[src/rtl/rps_pkg.sv]
package rps_pkg;
	localparam int N_IN = 33;
	localparam int N_GRP = 4;
	localparam int N_SLOT = 16;
	localparam int N_OPIN = 64;
	localparam int N_PO = 28;
	localparam int ADDR_W = 12;
	localparam int IDX_UART5_CTS = 5;
	localparam int IDX_SPI4_DATA_IN = 7;
	localparam int IDX_CAN_RX = 16;
	// Byte offsets
	localparam logic [11:0] ISEL_BASE = 12'h000;
	localparam logic [11:0] OSEL_BASE = 12'h100;
	localparam logic [11:0] CTRL_OFS = 12'h200;
	localparam logic [11:0] KEY_OFS = 12'h204;
	// Control word fields
	localparam int UNLOCKED_BIT = 0;
	localparam int LOCK_BIT = 13;
	localparam int FUSE_BIT = 29;
	// Reset values
	localparam logic [3:0] SEL_RESET = 4'h0;
	localparam logic LOCK_RESET = 1'b0;
	localparam logic FUSE_DEFAULT = 1'b1;
	localparam logic [1:0] FUSE_SETTLE = 2'h3;
	// Unlock keys, arbitrary values
	localparam logic [31:0] KEY_FIRST = 32'h0000_5A5A;
	localparam logic [31:0] KEY_SECOND = 32'h0000_A5A5;
	localparam logic [1:0] RESP_OKAY = 2'h0;
	localparam logic [1:0] RESP_SLVERR = 2'h2;
	// Valid input codes per group, bit n for code n
	localparam logic [3:0][15:0] IN_CODE_OK =
		{16'h3BFF, 16'hFEFF, 16'hFFFF, 16'hBDFF};
	localparam logic [3:0][15:0] IN_NOT_64 =
		{16'h3200, 16'h7E00, 16'h3E00, 16'h3C00};
	localparam logic [3:0][15:0] IN_NOT_64USB =
		{16'h0800, 16'h0000, 16'h4000, 16'h8000};
	localparam logic [3:0][15:0] IN_ONLY_100GP =
		{16'h0000, 16'h0000, 16'h8000, 16'h0000};
	localparam logic [3:0][4:0] OPIN_CNT = {5'h0D, 5'h0E, 5'h0E, 5'h0D};
	// Peripheral output numbers
	localparam logic [4:0] PO_UART3_TX = 5'h00;
	localparam logic [4:0] PO_UART4_RTS = 5'h01;
	localparam logic [4:0] PO_SPI2_DATA_OUT = 5'h02;
	localparam logic [4:0] PO_COMPARE3 = 5'h03;
	localparam logic [4:0] PO_CAN_TX = 5'h04;
	localparam logic [4:0] PO_COMPARATOR2 = 5'h05;
	localparam logic [4:0] PO_SPI3_DATA_OUT = 5'h06;
	localparam logic [4:0] PO_SPI4_DATA_OUT = 5'h07;
	localparam logic [4:0] PO_UART2_TX = 5'h08;
	localparam logic [4:0] PO_UART1_TX = 5'h09;
	localparam logic [4:0] PO_UART5_RTS = 5'h0A;
	localparam logic [4:0] PO_SPI1_DATA_OUT = 5'h0B;
	localparam logic [4:0] PO_COMPARE4 = 5'h0C;
	localparam logic [4:0] PO_COMPARATOR3 = 5'h0D;
	localparam logic [4:0] PO_UART3_RTS = 5'h0E;
	localparam logic [4:0] PO_UART4_TX = 5'h0F;
	localparam logic [4:0] PO_REF_CLOCK_OUT = 5'h10;
	localparam logic [4:0] PO_UART5_TX = 5'h11;
	localparam logic [4:0] PO_SPI1_SELECT = 5'h12;
	localparam logic [4:0] PO_COMPARE5 = 5'h13;
	localparam logic [4:0] PO_COMPARATOR1 = 5'h14;
	localparam logic [4:0] PO_SPI3_SELECT = 5'h15;
	localparam logic [4:0] PO_SPI4_SELECT = 5'h16;
	localparam logic [4:0] PO_UART2_RTS = 5'h17;
	localparam logic [4:0] PO_UART1_RTS = 5'h18;
	localparam logic [4:0] PO_SPI2_SELECT = 5'h19;
	localparam logic [4:0] PO_COMPARE2 = 5'h1A;
	localparam logic [4:0] PO_COMPARE1 = 5'h1B;
	localparam logic [4:0] PO_NONE = 5'h1F;

	function automatic logic [4:0] out_map(input logic [1:0] grp,
		input logic [3:0] code);
		case ({grp, code})
			6'h01: out_map = PO_UART3_TX;
			6'h02: out_map = PO_UART4_RTS;
			6'h06: out_map = PO_SPI2_DATA_OUT;
			6'h0B: out_map = PO_COMPARE3;
			6'h0C: out_map = PO_CAN_TX;
			6'h0D: out_map = PO_COMPARATOR2;
			6'h0E: out_map = PO_SPI3_DATA_OUT;
			6'h0F: out_map = PO_SPI4_DATA_OUT;
			6'h11: out_map = PO_UART2_TX;
			6'h13: out_map = PO_UART1_TX;
			6'h14: out_map = PO_UART5_RTS;
			6'h16: out_map = PO_SPI2_DATA_OUT;
			6'h18: out_map = PO_SPI1_DATA_OUT;
			6'h1B: out_map = PO_COMPARE4;
			6'h1D: out_map = PO_COMPARATOR3;
			6'h1E: out_map = PO_SPI3_DATA_OUT;
			6'h1F: out_map = PO_SPI4_DATA_OUT;
			6'h21: out_map = PO_UART3_RTS;
			6'h22: out_map = PO_UART4_TX;
			6'h23: out_map = PO_REF_CLOCK_OUT;
			6'h24: out_map = PO_UART5_TX;
			6'h27: out_map = PO_SPI1_SELECT;
			6'h28: out_map = PO_SPI1_DATA_OUT;
			6'h2B: out_map = PO_COMPARE5;
			6'h2D: out_map = PO_COMPARATOR1;
			6'h2E: out_map = PO_SPI3_SELECT;
			6'h2F: out_map = PO_SPI4_SELECT;
			6'h31: out_map = PO_UART2_RTS;
			6'h33: out_map = PO_UART1_RTS;
			6'h34: out_map = PO_UART5_TX;
			6'h36: out_map = PO_SPI2_SELECT;
			6'h38: out_map = PO_SPI1_DATA_OUT;
			6'h3B: out_map = PO_COMPARE2;
			6'h3C: out_map = PO_COMPARE1;
			default: out_map = PO_NONE;
		endcase
	endfunction

	typedef struct packed {
		logic awvalid;
		logic [ADDR_W-1:0] awaddr;
		logic wvalid;
		logic [31:0] wdata;
		logic [3:0] wstrb;
		logic bready;
		logic arvalid;
		logic [ADDR_W-1:0] araddr;
		logic rready;
	} rps_axi_req_t;

	typedef struct packed {
		logic awready;
		logic wready;
		logic bvalid;
		logic [1:0] bresp;
		logic arready;
		logic rvalid;
		logic [31:0] rdata;
		logic [1:0] rresp;
	} rps_axi_rsp_t;

	typedef struct packed {
		logic [N_IN-1:0][3:0] isel;
		logic [N_OPIN-1:0][3:0] osel;
		logic lock;
		logic fuse;
		logic [1:0] fuse_wait;
		logic fuse_s1;
		logic fuse_s2;
		logic unlocked;
		logic key_stage;
		logic [N_GRP-1:0][N_SLOT-1:0] pin_s1;
		logic [N_GRP-1:0][N_SLOT-1:0] pin_s2;
		logic [N_IN-1:0] periph_in;
		logic [N_OPIN-1:0] pin_out;
		logic [N_OPIN-1:0] pin_oe;
		logic [N_OPIN-1:0] remap;
		logic aw_have;
		logic w_have;
		logic [ADDR_W-1:0] awaddr;
		logic [31:0] wdata;
		logic [3:0] wstrb;
		rps_axi_rsp_t rsp;
	} rps_state_t;
endpackage

[src/rtl/rps_top.sv]
`timescale 1ns/100ps
// Contract
// - Separate select sets for peripheral inputs and for peripheral outputs.
// - Each peripheral input has a 4-bit field choosing its source pin.
// - Input group one: fourteen pins by code, codes 1001 and 1110 reserved.
// - Input group two: all sixteen codes select pins, none reserved.
// - Input group three: codes select pins, code 1000 reserved.
// - Input group four: codes 1010, 1110 and 1111 reserved.
// - Each remappable pin has a 4-bit field choosing its peripheral output.
// - Output code 0000 is no connection and is the reset value.
// - Output group one code table.
// - Output group two code table.
// - Output group three code table.
// - Output group four code table.
// - While locked, select writes complete normally but change nothing.
// - Lock bit changes only after the unlock key sequence.
// - With fuse set, a set lock cannot clear until reset.
// - Fuse reads as set by default: one mapping session per reset.
// - Codes for pins or peripherals absent on a variant are unavailable.
// - Remapped output beats other digital functions, never analog ones.
// - Remappable peripherals reach no pin until software maps them; inputs reset to code 0000, which selects a pin in every group.
module rps_top #(
	parameter int PKG_100PIN = 1,
	parameter int USB_DEVICE = 0,
	parameter int HAS_CAN = 1,
	parameter logic [32:0] INPUT_IDLE = 33'h0
) (
	// Clock and reset
	input wire logic REF_CLK,
	input wire logic RESET_N,
	// Register bus
	input wire rps_pkg::rps_axi_req_t AXI_REQ,
	output rps_pkg::rps_axi_rsp_t AXI_RSP,
	// Boot configuration strap
	input wire logic SINGLE_SESSION_LOCK_FUSE,
	// Remappable pins
	input wire logic [rps_pkg::N_GRP-1:0][rps_pkg::N_SLOT-1:0] PIN_IN,
	output logic [rps_pkg::N_OPIN-1:0] PIN_OUT,
	output logic [rps_pkg::N_OPIN-1:0] PIN_OE,
	output logic [rps_pkg::N_OPIN-1:0] PIN_REMAP_ACTIVE,
	// Port logic
	input wire logic [rps_pkg::N_OPIN-1:0] PORT_OUT_DATA,
	input wire logic [rps_pkg::N_OPIN-1:0] PORT_OUT_OE,
	input wire logic [rps_pkg::N_OPIN-1:0] ANALOG_SEL,
	// Peripherals
	input wire logic [rps_pkg::N_PO-1:0] PERIPH_OUT_DATA,
	input wire logic [rps_pkg::N_PO-1:0] PERIPH_OUT_OE,
	output logic [rps_pkg::N_IN-1:0] PERIPH_IN_DATA,
	output logic MAPPING_WRITE_LOCK
);
	import rps_pkg::*;

	localparam logic [9:0] W_ISEL = ISEL_BASE[11:2];
	localparam logic [9:0] W_OSEL = OSEL_BASE[11:2];
	localparam logic [9:0] W_CTRL = CTRL_OFS[11:2];
	localparam logic [9:0] W_KEY = KEY_OFS[11:2];
	localparam logic [9:0] W_ISEL_END = W_ISEL + 10'(N_IN);
	localparam logic [9:0] W_OSEL_END = W_OSEL + 10'(N_OPIN);
	localparam logic [1:0] K_ISEL = 2'h0;
	localparam logic [1:0] K_OSEL = 2'h1;
	localparam logic [1:0] K_CTRL = 2'h2;
	localparam logic [1:0] K_KEY = 2'h3;

	rps_state_t s;
	rps_state_t next_s;
	logic [N_GRP-1:0][15:0] in_avail;
	logic [31:0] po_avail;
	logic [N_IN-1:0] in_present;
	logic [31:0] po_data;
	logic [31:0] po_oe;
	logic wr_fire;

	generate
		if (PKG_100PIN > 1 || PKG_100PIN < 0 || USB_DEVICE > 1
			|| USB_DEVICE < 0 || HAS_CAN > 1 || HAS_CAN < 0) begin : g_bad
			$error("rps_top: variant parameters must be 0 or 1");
		end
		for (genvar g = 0; g < N_GRP; g++) begin : g_avail
			// Codes whose pins are missing on this variant
			assign in_avail[g] = IN_CODE_OK[g]
				& ~((PKG_100PIN == 0) ? IN_NOT_64[g] : 16'h0)
				& ~((PKG_100PIN == 0 && USB_DEVICE == 1)
					? IN_NOT_64USB[g] : 16'h0)
				& ~((PKG_100PIN == 1 && USB_DEVICE == 0)
					? 16'h0 : IN_ONLY_100GP[g]);
		end
	endgenerate

	always_comb begin
		po_avail = 32'h0FFF_FFFF;
		if (PKG_100PIN == 0) begin
			po_avail[PO_SPI4_DATA_OUT] = 1'b0;
			po_avail[PO_UART5_RTS] = 1'b0;
			po_avail[PO_UART5_TX] = 1'b0;
			po_avail[PO_SPI4_SELECT] = 1'b0;
		end
		if (HAS_CAN == 0) begin
			po_avail[PO_CAN_TX] = 1'b0;
		end
		in_present = {N_IN{1'b1}};
		if (PKG_100PIN == 0) begin
			in_present[IDX_UART5_CTS] = 1'b0;
			in_present[IDX_SPI4_DATA_IN] = 1'b0;
		end
		if (HAS_CAN == 0) begin
			in_present[IDX_CAN_RX] = 1'b0;
		end
	end

	assign po_data = {4'h0, PERIPH_OUT_DATA};
	assign po_oe = {4'h0, PERIPH_OUT_OE};
	assign wr_fire = s.aw_have && s.w_have;

	// Returns {mapped, kind}
	function automatic logic [2:0] reg_kind(input logic [9:0] w);
		logic [5:0] slot;
		slot = 6'(w - W_OSEL);
		if (w >= W_ISEL && w < W_ISEL_END) begin
			reg_kind = {1'b1, K_ISEL};
		end else if (w >= W_OSEL && w < W_OSEL_END) begin
			reg_kind = {5'({1'b0, slot[3:0]}) < OPIN_CNT[slot[5:4]],
				K_OSEL};
		end else if (w == W_CTRL) begin
			reg_kind = {1'b1, K_CTRL};
		end else if (w == W_KEY) begin
			reg_kind = {1'b1, K_KEY};
		end else begin
			reg_kind = 3'h0;
		end
	endfunction

	always_comb begin
		logic [9:0] w;
		logic [2:0] kind;
		logic [5:0] idx;
		logic [1:0] g;
		logic [3:0] c;
		logic [4:0] po;
		logic ok;
		w = 10'h0;
		kind = 3'h0;
		idx = 6'h0;
		g = 2'h0;
		c = 4'h0;
		po = PO_NONE;
		ok = 1'b0;
		next_s = s;
		next_s.pin_s1 = PIN_IN;
		next_s.pin_s2 = s.pin_s1;
		next_s.fuse_s1 = SINGLE_SESSION_LOCK_FUSE;
		next_s.fuse_s2 = s.fuse_s1;
		// Fuse held set until the strap has crossed the synchroniser
		if (s.fuse_wait != FUSE_SETTLE) begin
			next_s.fuse_wait = s.fuse_wait + 2'h1;
			if (s.fuse_wait == FUSE_SETTLE - 2'h1) begin
				next_s.fuse = s.fuse_s2;
			end
		end

		// Write channel: address and data in either order
		if (AXI_REQ.awvalid && s.rsp.awready) begin
			next_s.aw_have = 1'b1;
			next_s.awaddr = AXI_REQ.awaddr;
		end
		if (AXI_REQ.wvalid && s.rsp.wready) begin
			next_s.w_have = 1'b1;
			next_s.wdata = AXI_REQ.wdata;
			next_s.wstrb = AXI_REQ.wstrb;
		end
		if (s.rsp.bvalid && AXI_REQ.bready) begin
			next_s.rsp.bvalid = 1'b0;
		end
		if (wr_fire) begin
			w = s.awaddr[11:2];
			kind = reg_kind(w);
			idx = w[5:0];
			next_s.aw_have = 1'b0;
			next_s.w_have = 1'b0;
			next_s.rsp.bvalid = 1'b1;
			next_s.rsp.bresp = kind[2] ? RESP_OKAY : RESP_SLVERR;
			if (kind[2]) begin
				case (kind[1:0])
					K_ISEL: begin
						if (!s.lock && s.wstrb[0]) begin
							next_s.isel[idx] = s.wdata[3:0];
						end
					end
					K_OSEL: begin
						if (!s.lock && s.wstrb[0]) begin
							next_s.osel[idx] = s.wdata[3:0];
						end
					end
					K_CTRL: begin
						// One lock change per unlock sequence
						if (s.unlocked && s.wstrb[1]) begin
							if (s.wdata[LOCK_BIT]) begin
								next_s.lock = 1'b1;
							end else if (!s.fuse) begin
								next_s.lock = 1'b0;
							end
							next_s.unlocked = 1'b0;
						end
					end
					default: begin
						next_s.key_stage = 1'b0;
						if (s.wstrb == 4'hF) begin
							if (s.wdata == KEY_FIRST) begin
								next_s.key_stage = 1'b1;
							end else if (s.key_stage
								&& s.wdata == KEY_SECOND) begin
								next_s.unlocked = 1'b1;
							end
						end
					end
				endcase
			end
		end
		next_s.rsp.awready = !next_s.aw_have && !next_s.rsp.bvalid;
		next_s.rsp.wready = !next_s.w_have && !next_s.rsp.bvalid;

		// Read channel
		if (s.rsp.rvalid && AXI_REQ.rready) begin
			next_s.rsp.rvalid = 1'b0;
		end
		if (AXI_REQ.arvalid && s.rsp.arready) begin
			w = AXI_REQ.araddr[11:2];
			kind = reg_kind(w);
			idx = w[5:0];
			next_s.rsp.rvalid = 1'b1;
			next_s.rsp.rresp = kind[2] ? RESP_OKAY : RESP_SLVERR;
			next_s.rsp.rdata = 32'h0;
			if (kind[2]) begin
				case (kind[1:0])
					K_ISEL: next_s.rsp.rdata[3:0] = s.isel[idx];
					K_OSEL: next_s.rsp.rdata[3:0] = s.osel[idx];
					K_CTRL: begin
						next_s.rsp.rdata[LOCK_BIT] = s.lock;
						next_s.rsp.rdata[FUSE_BIT] = s.fuse;
						next_s.rsp.rdata[UNLOCKED_BIT] = s.unlocked;
					end
					default: next_s.rsp.rdata = 32'h0;
				endcase
			end
		end
		next_s.rsp.arready = !next_s.rsp.rvalid;

		// Input routing, one field per peripheral input
		for (int i = 0; i < N_IN; i++) begin
			g = (i < 9) ? 2'h0 : (i < 17) ? 2'h1 : (i < 25) ? 2'h2 : 2'h3;
			c = s.isel[i];
			ok = in_avail[g][c] && in_present[i];
			next_s.periph_in[i] = ok ? s.pin_s2[g][c] : INPUT_IDLE[i];
		end

		// Output routing, one field per pin
		for (int k = 0; k < N_OPIN; k++) begin
			g = 2'(k / N_SLOT);
			po = out_map(g, s.osel[k]);
			// Analog use of the pin always wins
			ok = (po != PO_NONE) && po_avail[po] && !ANALOG_SEL[k];
			next_s.remap[k] = ok;
			next_s.pin_out[k] = ok ? po_data[po] : PORT_OUT_DATA[k];
			next_s.pin_oe[k] = ok ? po_oe[po] : PORT_OUT_OE[k];
		end
	end

	always_ff @(posedge REF_CLK) begin
		if (!RESET_N) begin
			s <= '0;
			s.isel <= {N_IN{SEL_RESET}};
			s.osel <= {N_OPIN{SEL_RESET}};
			s.lock <= LOCK_RESET;
			s.fuse <= FUSE_DEFAULT;
			s.fuse_s1 <= FUSE_DEFAULT;
			s.fuse_s2 <= FUSE_DEFAULT;
		end else begin
			s <= next_s;
		end
	end

	assign AXI_RSP = s.rsp;
	assign PIN_OUT = s.pin_out;
	assign PIN_OE = s.pin_oe;
	assign PIN_REMAP_ACTIVE = s.remap;
	assign PERIPH_IN_DATA = s.periph_in;
	assign MAPPING_WRITE_LOCK = s.lock;
endmodule

[config.mk]
export PLATFORM = sky130hd
export DESIGN_NAME = rps_top
export DESIGN_NICKNAME = d
export VERILOG_FILES = /design/src/rtl/rps_pkg.sv /design/src/rtl/rps_top.sv
export SDC_FILE = /design/constraint.sdc
export NUM_CORES = 2
export LEC_CHECK = 0
export BUFFER_PORTS_ARGS = -buffer_cell sky130_fd_sc_hd__buf_2
export CORE_ASPECT_RATIO = 0.8
export CORE_MARGIN = 3
export CORE_UTILIZATION = 46
export DETAILED_ROUTE_END_ITERATION = 8
export SLEW_MARGIN = 20
export SYNTH_ARGS = -nofsm -noshare
export SYNTH_HDL_FRONTEND = slang
export SYNTH_SLANG_ARGS = --single-unit
[constraint.sdc]
create_clock -name REF_CLK -period 4.3 [get_ports REF_CLK]
set_input_delay 0.43 -clock REF_CLK [delete_from_list [all_inputs] [get_ports REF_CLK]]
set_output_delay 0.43 -clock REF_CLK [all_outputs]
set_load 0.005 [all_outputs]
Yosys cells after proc, flatten, opt, wreduce, memory -nomap -nowiden
Memories as Yosys holds them, arrays and structs flattened. A register that Yosys moved wholly into a read port is not among the register bits.
Index checks and enable logic that the tools add are counted.

cells by class
  equal/unequal tests = 352
  mux-type cells = 753
  $lt $le $gt $ge = 112
  add/subtract/negate cells = 3
  reduce and logical (&&, ||, !) cells = 258
  bitwise operators = 2

operator list
  cell                  number
  $pmux 5 s10           16
  $bmux 1 s5            128
  $pmux 5 s7            16
  $eq 4x4->1 const B    129
  $mux 4                101
  $mux 1                398
  $lt 5x6->1 const B    64
  $ne 5x5->1 const B    64
  $bwmux 256            1
  $eq 4x3->1 const B    64
  $eq 4x2->1 const B    48
  $mux 5                34
  $lt 4x5->1 const B    33
  $logic_and 1x1->1     144
  $bmux 1 s4            33
  $bwmux 132            1
  $eq 4x1->1 const B    32
  $logic_not 1->1       69
  $reduce_and 2->1      34
  $bmux 4 s6            2
  $eq 10x8->1 const B   4
  $mux 35               1
  $mux 3                11
  $eq 32x15->1 const B  1
  other kinds (31)      52

storage, ports and cells
  output and inout port bits = 267
  flip-flop bits (word level) = 840
  input bits = 380
  ROM bits = 6416
  word-level logic and storage cells = 1770
  memories = 129

memories
  memory             words  width  rd ports  clocked after memory_dff  write ports  RTL line       RTL
  (no name shown)    32     5      1         1                         0            rps_pkg.sv:73  case ({grp, code})
  (no name shown)    32     5      1         1                         0            rps_pkg.sv:73
  (no name shown)    32     5      1         1                         0            rps_pkg.sv:73
  (no name shown)    32     5      1         1                         0            rps_pkg.sv:73
  (no name shown)    32     5      1         1                         0            rps_pkg.sv:73
  (no name shown)    32     5      1         1                         0            rps_pkg.sv:73
  123 more memories  --     --     --        --                        --           --

Longest topological paths before layout
  depth after elaboration = 12
  depth in mapped cells = 17
  depth with buffers taken out = 16

Worst setup path before layout
OpenSTA, ideal clock, no wires.

  kind = flip-flop to flip-flop
  start point = reg s[83] (netlist bit)
  end point = reg with a tool-made name
  library setup time = 0.131 ns
  path buffers = 1
  clock period less this slack = 3.419 ns
  required time = 4.169 ns
  data arrival time = 3.289 ns
  slack = 0.881 ns
  stages on the path, launching flop included = 16
  cell sequence = dfxtp_1 inv_1 ha_1 inv_1 ha_1 o21a_1 o211ai_1 clkbuf_1 a211oi_1 nor3_2 nand2_1 a21oi_1 inv_1 ha_1 a221oi_1 a21oi_1

RTL lines
  element                   RTL line        RTL
  start: declaration        rps_top.sv:64   rps_state_t s;
  start signal: assignment  rps_top.sv:277  s <= next_s;

==> out/results.ini <==
[route]
antenna_left = 0
drt_iter0_drc = 8979
wl_per_cell_um = 27.4
route.detailed.drc = 0
vias = 64262
drtPass1Iterations = 8
wirelength_um = 268000
via_per_inst = 6.56

[cts]
cts_htree_levels = 3
insertion_delay_ns = 0.80
clk_path_buf_depth = 3
cts_buffers = 106
cts.sinks = 979
cts-root-buf = clkbuf_16
cts_tree = done
cts_resized = 0
path_clk_slew_ns = 0.06

[synthesis]
yosysTopAreaCell = dfxtp_1
synthDistinctLibCells = 92
synthFlopType = dfxtp_1
synth_most_common_cell = dfxtp_1
synth_area_um2 = 68100
postSynthCellCount = 7590
syn_area_per_cell_um2 = 8.98
synth-seq-cells = 979
postSynth.asyncResetShare = 0
synthTopCellsByCount = 979 x dfxtp_1, 679 x clkbuf_1, 656 x nor2_1, 616 x nand2_1, 608 x a21oi_1
ys_seq_area_frac = 0.288
yosysWarnings = 0
yosys-top-cells-area = dfxtp_1 29%, mux4_2 20%, mux2i_1 6.4%
synth_edf_count = 0
synth_top_area_share = 0.288

[placement]
gp_congestion = 0.951
portBuffers = 614
dp_hpwl_um = 179000

[worst_setup_path]
crit_required_ns = 4.92
critical_path.max_fanout = 12
r2r_slack_ns = 0.51
reg2reg_depth = 9
arrival_ns = 4.40
crit_type = register to register
critPathLaunchType = register
end_kind = register
rr_startpoint = s[86]
crit_path_start = s[86]

[floorplan]
design.die.area_um2 = 153000
start_util = 0.466
rows = 125
core-area_um2 = 146000
die_h_um = 350
die_x_um = 436
ios = 647

[run_status]
status = complete, no violations

[layout]
syn_to_final_growth_pct = 12.8
nets = 8197
drive_above_1_share = 0.224

[sta]
period_share = 0.880
period_minus_slack_ns = 3.79
slew_headroom = 0.201
setup_viol = 0
slew_viol_final = 0
worst_pin_slew_ns = 1.20
hold_violations = 0
max_freq_ghz = 0.264
finalSetupTns_ns = 0
rsz0062_at_grt = false
finClkSkew_ns = 0.0514

[job]
maxCapViolCount = 0

[power_and_ir_drop]
p_total_mw = 22.0
max-vdd-ir-drop_mv = 0.297
power-per-cell-area_nw_per_um2 = 286
cellLeakagePower_nw = 29.0

[global_route]
grt_usage = 0.337
grt_pass1_vias = 59874
grt_max_degree = 144
grt_overflow = 0
antenna_found_initial = 20
grt_pass1_wl_um = 393000

[worst_hold_path]
min_path_type = input port to register

through the flow:
step / cell area (µm²) / util / hold WS, ns / worst slack [ns] / std cells
final: 76900 / 0.526 / 0.0414 / 0.514 / 9798
after global routing: 76900 / 0.526 / 0.00521 / 0.279 / 9791
after CTS: 76800 / 0.526 / 0.000328 / 0.613 / 9784
after detailed placement: 69900 / 0.478 / 0.400 / 0.660 / 9274
after global placement: 69900 / 0.478 / 0.394 / 0.610 / 9274
after floorplan: 68200 / - / 0.386 / 0.881 / 7617
metal layers:
metal / GRT usage / share of wire / up-vias
met4: 0.177 / 0.061 / 8
met3: 0.0933 / 0.13 / 884
li1: - / - / 27967
met2: 0.494 / 0.42 / 4648
met5: 0.000931 / 0.00021 / -
met1: 0.453 / 0.39 / 30755
where the power goes:
part           internal (mW)  total, mW  switching, mW
Combinational           1.07       2.58           1.51
Clock                   5.75       10.0           4.30
Sequential              9.23       9.39          0.158
what timing repair did:
| item | CTS | global route |
|---|---|---|
| setup endpoints to repair | 0 | 0 |
| endpoints found under the hold margin | 272 | 1 |
| hold buffers | 315 | 1 |
| buffers inserted | 0 | 0 |
layout make-up:
type                    count  area [µm²]
diodes                     13        32.5
clock buffers             137        2950
clock inverters            58         848
fillers                 13327       69200
inverters                 178         676
multi-input cells        5389       42900
flip-flops and latches    979       19600
well taps                1968        2460
repair buffers           1076        7390
cell usage in the layout, fill, tap and decap left out, drive strengths merged, types with 43 or more instances in the layout:
master	count
dfxtp	979
buf	759
nor2	675
nand2	620
a21oi	608
mux4	604
o21ai	526
mux2i	436
dlygate4sd3	316
and2	190
nand3	176
inv	175
clkbuf	138
o22ai	118
nor3	117
nand2b	94
a211oi	92
ha	87
nor2b	78
a31oi	74
o211ai	67
mux2	66
and3	63
nand3b	47
nor4	43
critical path, cell delays in order (launching register included):
cell      delay (ns)
dfxtp_1         0.34
or4b_2          0.95
buf_4           0.35
nor3_4          0.35
o211ai_1        0.48
o21ai_0         0.53
inv_1           0.12
ha_1            0.29
nor2_1          0.14
a21oi_1         0.06
kinds of logic (layout without fill, tap and decap cells):
family,after synthesis,count (layout),share of synthesized area
AO/OA/AOI/OAI,1863,1863,0.168
adder cells (fa/ha/maj),87,87,0.0160
flip-flops,979,979,0.288
other,1,41,0.0000550
multiplexers,1106,1106,0.275
buffers and inverters,1249,1449,0.0846
XOR/XNOR,45,45,0.00579
AND/OR/NAND/NOR,2260,2260,0.163
how the worst min path moves through the flow:
| stage | endpoint | slack [ns] | from | cells past startpoint |
|---|---|---|---|---|
| 3_5_place_dp | s[446] | 0.40 | next_s[446] | 1 |
| 6_report | s[84] | 0.04 | AXI_REQ[59] | 3 |
| 4_1_cts | PIN_OE[32] | 0.0003 | PORT_OUT_OE[32] | 3 |
| 5_1_grt | s[81] | 0.005 | AXI_REQ[56] | 3 |
| 3_3_place_gp | s[446] | 0.39 | next_s[446] | 1 |
| 2_1_floorplan | s[446] | 0.39 | next_s[446] | 1 |
(Power assumes the default switching activity.)
